**config.mk**
```make
export PLATFORM = sky130hd
export DESIGN_NAME = dual_16bit_timer_unit
export DESIGN_NICKNAME = d
export VERILOG_FILES = /design/src/verilog/timer_xy_pkg.sv /design/src/verilog/dual_16bit_timer_unit.sv
export VERILOG_INCLUDE_DIRS = /design/src /design/src/verilog
export SDC_FILE = /design/constraint.sdc
export NUM_CORES = 1
export LEC_CHECK = 0
export BUFFER_PORTS_ARGS = -buffer_cell sky130_fd_sc_hd__buf_4
export CAP_MARGIN = 20
export CORE_UTILIZATION = 53
export CTS_CLUSTER_SIZE = 10
export DETAILED_ROUTE_END_ITERATION = 8
export PLACE_DENSITY = 0.74
export SLEW_MARGIN = 20
export SYNTH_ARGS = -nofsm -noshare
export SYNTH_HDL_FRONTEND = slang
export SYNTH_SLANG_ARGS = --single-unit
```
**constraint.sdc**
```tcl
create_clock -name clock -period 3.82 [get_ports clock]
set_input_delay 0.191 -clock clock [delete_from_list [all_inputs] [get_ports clock]]
set_output_delay 0.191 -clock clock [all_outputs]
set_load 0.01 [all_outputs]
```
**src/verilog/timer_xy_regs.svh**
```systemverilog
// Bit positions and reset values of the dual 16-bit timer unit
`ifndef TIMER_XY_REGS_SVH
`define TIMER_XY_REGS_SVH
// Timer X mode register fields
`define TXM_MODE_HI 1
`define TXM_MODE_LO 0
`define TXM_WRITE_CTRL 2
`define TXM_COUNTER_INPUT_ZERO_POL 3
`define TXM_STOP 7
// Timer Y mode register fields
`define TYM_MODE_HI 1
`define TYM_MODE_LO 0
`define TYM_XDIV_HI 3
`define TYM_XDIV_LO 2
`define TYM_YDIV_HI 5
`define TYM_YDIV_LO 4
`define TYM_COUNTER_INPUT_ONE_POL 6
`define TYM_STOP 7
// Reset values
`define COUNT_RESET 16'hFFFF
`define LATCH_RESET 16'hFFFF
`define BYTE_RESET 8'h00
`endif
```
**src/verilog/timer_xy_pkg.sv**
```systemverilog
// Types shared by the dual 16-bit timer unit
package timer_xy_pkg;
    // Timer X operating modes
    typedef enum logic [1:0] {
        X_TIMER = 2'h0,
        X_BIPHASE = 2'h1,
        X_EVENT = 2'h2,
        X_PULSE_WIDTH = 2'h3
    } x_mode_t;
    // Timer Y operating modes; codes 2 and 3 are the period modes
    typedef enum logic [1:0] {
        Y_TIMER = 2'h0,
        Y_EVENT = 2'h1,
        Y_PERIOD = 2'h2,
        Y_HL_WIDTH = 2'h3
    } y_mode_t;
    // One byte access from the processor core
    typedef struct packed {
        logic wr;
        logic rd;
        logic sel_y;
        logic high;
        logic [7:0] data;
    } cpu_req_t;
endpackage

```
**src/verilog/dual_16bit_timer_unit.sv**
```systemverilog
// Two 16-bit counters, down except timer X in bi-phase, with reload latches, byte access and pin modes
`timescale 1ns/100ps
`include "timer_xy_regs.svh"

module dual_16bit_timer_unit (
    // Clock and reset
    input wire logic clock,
    input wire logic reset_n,
    // Byte access from the core
    input wire timer_xy_pkg::cpu_req_t cpu_req,
    output logic [7:0] rd_data,
    // Mode registers held by the core
    input wire logic [7:0] timer_x_mode_register,
    input wire logic [7:0] timer_y_mode_register,
    // Count pins
    input wire logic counter_input_zero,
    input wire logic counter_input_one,
    input wire logic phase_input_pin,
    // Interrupt request pulses
    output logic timer_x_irq,
    output logic timer_y_irq,
    output logic counter_input_zero_irq
);

    // ------------------------------------------------------------
    // Functions
    // ------------------------------------------------------------

    // Divider tick from the free prescaler: ratios 2, 8, 32 and 128
    function automatic logic div_tick(input logic [7:0] p,
                                      input logic [1:0] sel);
        logic t;
        t = 1'b0;
        unique case (sel)
            2'h0: t = (p[0] == 1'h1);
            2'h1: t = (p[2:0] == 3'h7);
            2'h2: t = (p[4:0] == 5'h1F);
            2'h3: t = (p[6:0] == 7'h7F);
        endcase
        return t;
    endfunction

    // One count step; bit 16 flags an underflow or overflow
    function automatic logic [16:0] step(input logic [15:0] c,
                                         input logic up,
                                         input logic dn,
                                         input logic reload,
                                         input logic [15:0] lat);
        logic [16:0] r;
        r = {1'b0, c};
        if (dn) begin
            if (c == 16'h0000) begin
                r = {1'b1, reload ? lat : 16'hFFFF};
            end else begin
                r = {1'b0, c - 16'h0001};
            end
        end else if (up) begin
            if (c == 16'hFFFF) begin
                r = {1'b1, 16'h0000};
            end else begin
                r = {1'b0, c + 16'h0001};
            end
        end
        return r;
    endfunction

    // ------------------------------------------------------------
    // Reset release and pin synchronisers
    // ------------------------------------------------------------

    logic [1:0] rst_q;
    logic rst_n;
    assign rst_n = rst_q[1];

    // Release reset through two flip-flops
    always_ff @(posedge clock or negedge reset_n) begin
        if (!reset_n) begin
            rst_q <= 2'h0;
        end else begin
            rst_q <= {rst_q[0], 1'b1};
        end
    end

    // Pins: 0 counter zero, 1 counter one, 2 phase
    logic [2:0] pin_s1;
    logic [2:0] pin_s2;
    logic [2:0] pin_s3;
    logic [2:0] pin_f;
    wire [2:0] pins = {phase_input_pin, counter_input_one,
                       counter_input_zero};
    // A change counts only once stages two and three agree
    wire [2:0] agree = ~(pin_s2 ^ pin_s3);
    wire [2:0] edge_p = agree & (pin_s3 ^ pin_f);
    wire [2:0] rise = edge_p & pin_s3;
    wire [2:0] fall = edge_p & ~pin_s3;

    // Three-stage capture; stage one feeds stage two only
    always_ff @(posedge clock or negedge rst_n) begin
        if (!rst_n) begin
            pin_s1 <= 3'h0;
            pin_s2 <= 3'h0;
            pin_s3 <= 3'h0;
            pin_f <= 3'h0;
        end else begin
            pin_s1 <= pins;
            pin_s2 <= pin_s1;
            pin_s3 <= pin_s2;
            pin_f <= (agree & pin_s3) | (~agree & pin_f);
        end
    end

    // ------------------------------------------------------------
    // Prescaler and mode decode
    // ------------------------------------------------------------

    logic [7:0] pre;

    // Free running; divider taps come from its low bits
    always_ff @(posedge clock or negedge rst_n) begin
        if (!rst_n) begin
            pre <= 8'h00;
        end else begin
            pre <= pre + 8'h01;
        end
    end

    timer_xy_pkg::x_mode_t x_mode;
    timer_xy_pkg::y_mode_t y_mode;
    assign x_mode = timer_xy_pkg::x_mode_t'(
        timer_x_mode_register[`TXM_MODE_HI:`TXM_MODE_LO]);
    assign y_mode = timer_xy_pkg::y_mode_t'(
        timer_y_mode_register[`TYM_MODE_HI:`TYM_MODE_LO]);
    wire x_run = ~timer_x_mode_register[`TXM_STOP];
    wire y_run = ~timer_y_mode_register[`TYM_STOP];
    wire x_wc = timer_x_mode_register[`TXM_WRITE_CTRL];
    wire pol0 = timer_x_mode_register[`TXM_COUNTER_INPUT_ZERO_POL];
    wire pol1 = timer_y_mode_register[`TYM_COUNTER_INPUT_ONE_POL];
    // Both divider ratios are chosen in the timer Y mode register
    wire x_div = div_tick(pre,
        timer_y_mode_register[`TYM_XDIV_HI:`TYM_XDIV_LO]);
    wire y_div = div_tick(pre,
        timer_y_mode_register[`TYM_YDIV_HI:`TYM_YDIV_LO]);

    // ------------------------------------------------------------
    // Count events
    // ------------------------------------------------------------

    // Polarity 1 counts rising edges, 0 falling edges
    wire ev0 = pol0 ? rise[0] : fall[0];
    wire ev1 = pol1 ? rise[1] : fall[1];
    // Pulse width counts only while the pin sits at its active level
    wire pw_active = (pin_f[0] == pol0);
    // Quadrature direction; a phase edge wins if both pins move at once
    wire ph_up = (rise[2] & ~pin_f[0]) | (fall[2] & pin_f[0]);
    wire ph_dn = edge_p[2] & ~ph_up;
    wire c_dn = (rise[0] & ~pin_f[2]) | (fall[0] & pin_f[2]);
    wire c_up = edge_p[0] & ~c_dn & ~edge_p[2];
    wire bi_up = ph_up | c_up;
    wire bi_dn = ph_dn | (c_dn & ~edge_p[2]);

    logic x_dn;
    logic x_up;
    logic y_dn;
    // Timer X source by mode
    always_comb begin
        x_dn = 1'b0;
        x_up = 1'b0;
        unique case (x_mode)
            timer_xy_pkg::X_TIMER: x_dn = x_div;
            timer_xy_pkg::X_BIPHASE: begin
                x_dn = bi_dn;
                x_up = bi_up;
            end
            timer_xy_pkg::X_EVENT: x_dn = ev0;
            timer_xy_pkg::X_PULSE_WIDTH: x_dn = x_div & pw_active;
        endcase
        x_dn = x_dn & x_run;
        x_up = x_up & x_run;
    end

    // Timer Y source; the period modes are not built and hold the count
    always_comb begin
        y_dn = 1'b0;
        unique case (y_mode)
            timer_xy_pkg::Y_TIMER: y_dn = y_div;
            timer_xy_pkg::Y_EVENT: y_dn = ev1;
            timer_xy_pkg::Y_PERIOD: y_dn = 1'b0;
            timer_xy_pkg::Y_HL_WIDTH: y_dn = 1'b0;
        endcase
        y_dn = y_dn & y_run;
    end

    // ------------------------------------------------------------
    // Byte access decode
    // ------------------------------------------------------------

    wire x_sel = ~cpu_req.sel_y;
    wire x_wr_lo = cpu_req.wr & x_sel & ~cpu_req.high;
    wire x_wr_hi = cpu_req.wr & x_sel & cpu_req.high;
    wire y_wr_lo = cpu_req.wr & cpu_req.sel_y & ~cpu_req.high;
    wire y_wr_hi = cpu_req.wr & cpu_req.sel_y & cpu_req.high;
    wire x_rd_hi = cpu_req.rd & x_sel & cpu_req.high;
    wire y_rd_hi = cpu_req.rd & cpu_req.sel_y & cpu_req.high;
    wire x_load = x_wr_hi & ~x_wc;

    logic [15:0] x_cnt;
    logic [15:0] y_cnt;
    logic [15:0] x_latch;
    logic [15:0] y_latch;
    logic [7:0] x_wtmp;
    logic [7:0] y_wtmp;
    logic [7:0] x_snap_lo;
    logic [7:0] y_snap_lo;

    // Bi-phase wraps instead of reloading so position stays continuous
    wire [15:0] x_new_latch = {cpu_req.data, x_wtmp};
    // A latch written in this cycle is what an underflow reloads
    wire [15:0] next_x_latch = x_wr_hi ? x_new_latch : x_latch;
    wire [15:0] next_y_latch = y_wr_hi ? {cpu_req.data, y_wtmp}
                                       : y_latch;
    wire [16:0] x_step = step(x_cnt, x_up, x_dn,
        x_mode != timer_xy_pkg::X_BIPHASE, next_x_latch);
    wire [16:0] y_step = step(y_cnt, 1'b0, y_dn, 1'b1, next_y_latch);
    wire [15:0] next_x_cnt = x_load ? x_new_latch : x_step[15:0];
    wire pw_end = (x_mode == timer_xy_pkg::X_PULSE_WIDTH) &
                  edge_p[0] & (pin_s3[0] != pol0);

    // ------------------------------------------------------------
    // Latches and write holding registers
    // ------------------------------------------------------------

    // Low byte waits until its high byte arrives
    always_ff @(posedge clock or negedge rst_n) begin
        if (!rst_n) begin
            x_wtmp <= `BYTE_RESET;
            y_wtmp <= `BYTE_RESET;
            x_latch <= `LATCH_RESET;
            y_latch <= `LATCH_RESET;
        end else begin
            x_wtmp <= x_wr_lo ? cpu_req.data : x_wtmp;
            y_wtmp <= y_wr_lo ? cpu_req.data : y_wtmp;
            x_latch <= next_x_latch;
            y_latch <= next_y_latch;
        end
    end

    // ------------------------------------------------------------
    // Counters and interrupt pulses
    // ------------------------------------------------------------

    // Counters step; a direct load on timer X overrides the count
    always_ff @(posedge clock or negedge rst_n) begin
        if (!rst_n) begin
            x_cnt <= `COUNT_RESET;
            y_cnt <= `COUNT_RESET;
            timer_x_irq <= 1'b0;
            timer_y_irq <= 1'b0;
            counter_input_zero_irq <= 1'b0;
        end else begin
            x_cnt <= next_x_cnt;
            y_cnt <= y_step[15:0];
            timer_x_irq <= x_step[16] & ~x_load;
            timer_y_irq <= y_step[16];
            counter_input_zero_irq <= pw_end;
        end
    end

    // ------------------------------------------------------------
    // Read path
    // ------------------------------------------------------------

    // High read snapshots the low byte; data appears one cycle later
    always_ff @(posedge clock or negedge rst_n) begin
        if (!rst_n) begin
            x_snap_lo <= `BYTE_RESET;
            y_snap_lo <= `BYTE_RESET;
            rd_data <= `BYTE_RESET;
        end else begin
            x_snap_lo <= x_rd_hi ? x_cnt[7:0] : x_snap_lo;
            y_snap_lo <= y_rd_hi ? y_cnt[7:0] : y_snap_lo;
            if (cpu_req.rd) begin
                unique case ({cpu_req.sel_y, cpu_req.high})
                    2'h0: rd_data <= x_snap_lo;
                    2'h1: rd_data <= x_cnt[15:8];
                    2'h2: rd_data <= y_snap_lo;
                    2'h3: rd_data <= y_cnt[15:8];
                endcase
            end
        end
    end
endmodule // dual_16bit_timer_unit

```
==> results.py <==
metrics = {
    "clock_network": {
        "clock_sinks": 128,
        "cts_htree_levels": 4,
        "clockBufferDepth": 2,
        "numCtsBuffers": 17,
        "worstSkewPairLatency_ns": 0.42,
        "cts_setup_buffers": 0,
        "cts_resized": 0,
        "hold_buffers": 4,
        "cts_root_buf": "clkbuf_16",
        "tritoncts": "built",
        "clk_pin_slew_ns": 0.06,
    },
    "global_route": {
        "grt_pass1_vias": 5151,
        "track_usage": 0.280,
        "antenna_found_initial": 0,
        "overflow": 0,
        "grt_max_degree": 74,
        "grt_pass1_wl_mm": 27.8,
    },
    "setup_path": {
        "path_class": "flip-flop to flip-flop",
        "crit_fanout": 13,
        "required_ns": 4.18,
        "critPathLaunchType": "flip-flop",
        "crit_path_end_kind": "flip-flop",
        "cp.arrival_ns": 3.21,
    },
    "finish": {
        "multi_input_area_sq_um": 3350,
        "antenna_cells": 0,
        "layout.nets": 697,
        "drive_gt1_frac": 0.351,
        "fin_util": 0.628,
        "final_cells": 842,
        "register_area_sq_um": 3290,
        "final_common_cell": "mux2_2",
        "syn_to_final_growth_pct": 15.4,
        "fillers": 997,
        "mostFrequentLayoutCells": "mux2_2 (68), dfstp_2 (64), dfrtp_1 (63), nor2_1 (56), buf_4 (44)",
    },
    "die": {
        "fp.dieH_um": 116,
        "initial_core_util": 0.544,
        "die_w_um": 116,
        "pin_count": 44,
        "dieArea_sq_um": 13500,
        "core-area_sq_um": 12700,
        "row_count": 41,
    },
    "timing": {
        "period_share": 0.747,
        "slew_headroom": 0.372,
        "max_freq_mhz": 350,
        "worst_pin_slew_ns": 0.942,
        "fin_worst_skew_ns": 0.00857,
        "setup_viol": 0,
        "timing_hold_violations_final": 0,
        "maxSlewViolCount": 0,
        "rsz0062_at_grt": "false",
        "finalCriticalPeriod_ns": 2.85,
        "final.setup.tns_ns": 0,
        "fin_hold_ws_ns": 0.0633,
    },
    "power": {
        "p_leak_nw": 3.14,
        "peakVddDrop_uv": 475,
        "power_density_nw_per_um2": 683,
    },
    "yosys": {
        "yosys.area.top_type": "dfstp_2",
        "synth.ff_latch_count": 128,
        "synth-edff-count": 0,
        "yosysUniqueCellTypes": 78,
        "syn_avg_cell_area_sq_um": 11.0,
        "ys_seq_area_frac": 0.476,
        "ys_warn_count": 0,
        "synthTopCellsByArea": "dfstp_2 (24%), dfrtp_1 (23%), mux2_2 (11%)",
        "postSynthCellCount": 628,
        "synth.cell_area_sq_um": 6890,
        "syn_nets": 668,
        "yosysTopAreaCellShare": 0.244,
        "synthArstFlopShare": 1.00,
        "ys.flop_type": "dfstp_2",
    },
    "drt": {
        "drc": 0,
        "vias": 5289,
        "drt_first_pass_iters": 5,
        "drt_iter0_drc": 425,
        "via_per_inst": 6.28,
        "drt_wl_total_mm": 17.1,
        "routedWlPerCell_um": 20.3,
        "ant_nets": 0,
    },
    "placement": {
        "dp_cells": 806,
        "hpwl_mm": 11.9,
        "gp_congestion": 0.983,
        "numPortBuffers": 40,
    },
    "hold_path": {
        "hp-class": "input port to flip-flop",
    },
    "status": {
        "status": "finished clean",
    },
    "job": {
        "drv_cap": 0,
    },
}
path summary, 6_finish.rpt:
kind                                         endpoint  slack [ns]  cells past startpoint                from
min in group asynchronous          rst_q[1]$_DFF_PN0_        0.09                      2             reset_n
worst min-delay path            y_wtmp[1]$_DFFE_PN0P_        0.06                      2          cpu_req[1]
max in group asynchronous        y_cnt[4]$_DFFE_PN1P_        2.52                      1  rst_q[1]$_DFF_PN0_
worst max-delay path             x_cnt[0]$_DFFE_PN1P_        0.97                     10    pre[0]$_DFF_PN0_
worst min register to register     rst_q[1]$_DFF_PN0_        0.35                      0  rst_q[0]$_DFF_PN0_
worst max register to register   x_cnt[0]$_DFFE_PN1P_        0.97                     10    pre[0]$_DFF_PN0_
layer usage:
layer,track usage,vias to the layer above,routed length [um]
li1,-,2415,-
met3,0.0649,54,964
met2,0.421,203,7880
met5,0,-,0
met4,0.139,0,676
met1,0.382,2617,7600
kinds of logic (layout without fill, tap and decap cells):
kind of cell             Yosys count  in the layout  share of synthesized area
AND/OR/NAND/NOR                  200            200                      0.160
AO/OA/AOI/OAI                    128            128                      0.133
flip-flops                       128            128                      0.476
multiplexers                      80             80                      0.145
buffers and inverters             57             99                     0.0378
XOR/XNOR                          26             26                     0.0330
adder cells (fa/ha/maj)            8              8                     0.0142
other                              1              1                   0.000544
cell type report:
class,count,share of cell area
inverter,18,0.00849
tap,172,0.0270
clock buffer,19,0.0557
multi-input combinational,443,0.421
clock inverter,13,0.0252
timing repair buffer,49,0.0491
sequential,128,0.413
Yosys cell counts, types with 10 or more instances:
cell type / instances
nand3_1: 20
o21ai_0: 19
xnor2_1: 17
inv_1: 18
dfstp_2: 64
clkbuf_1: 15
nor2_1: 56
nand2_1: 30
a21oi_1: 17
buf_2: 15
or3_1: 12
a31oi_1: 10
dfrtp_1: 64
mux2_2: 68
nor3_1: 14
state kept, by name, summed over array words and instances, names as in the netlist, 3 cells and up, named ones only:
signal	count
pin_s1	3
pin_s2	3
pin_s3	3
pre	7
rd_data	8
x_cnt	16
x_latch	16
x_snap_lo	8
x_wtmp	8
y_cnt	16
y_latch	16
y_snap_lo	8
y_wtmp	8
where the power goes:
group | total, W | switching, W | internal (W)
Clock | 0.00177 | 0.000644 | 0.00113
Combinational | 0.00126 | 0.000621 | 0.000643
Sequential | 0.00240 | 0.000494 | 0.00191
Total | 0.00544 | 0.00176 | 0.00368
stage by stage:
step	instance area [sq um]	total power (W)	worst slack, ns
after floorplan	6890	0.00318	0.102
after global placement	7270	0.00358	1.01
after detailed placement	7270	0.00363	0.984
after CTS	7960	0.00543	0.966
after global routing	7960	0.00569	0.752
final	7960	0.00544	0.966
critical path, stage by stage (launching register included):
cell and delay [ns]:
dfrtp_1 0.42, ha_1 0.24, nand3_1 0.12, inv_1 0.07
ha_1 0.19, nand2b_1 0.07, o311a_1 0.21, nor4_1 0.08
or3_1 0.53, nor3_4 0.59, a221o_1 0.26
No activity file was read; power rests on OpenSTA's default activity.
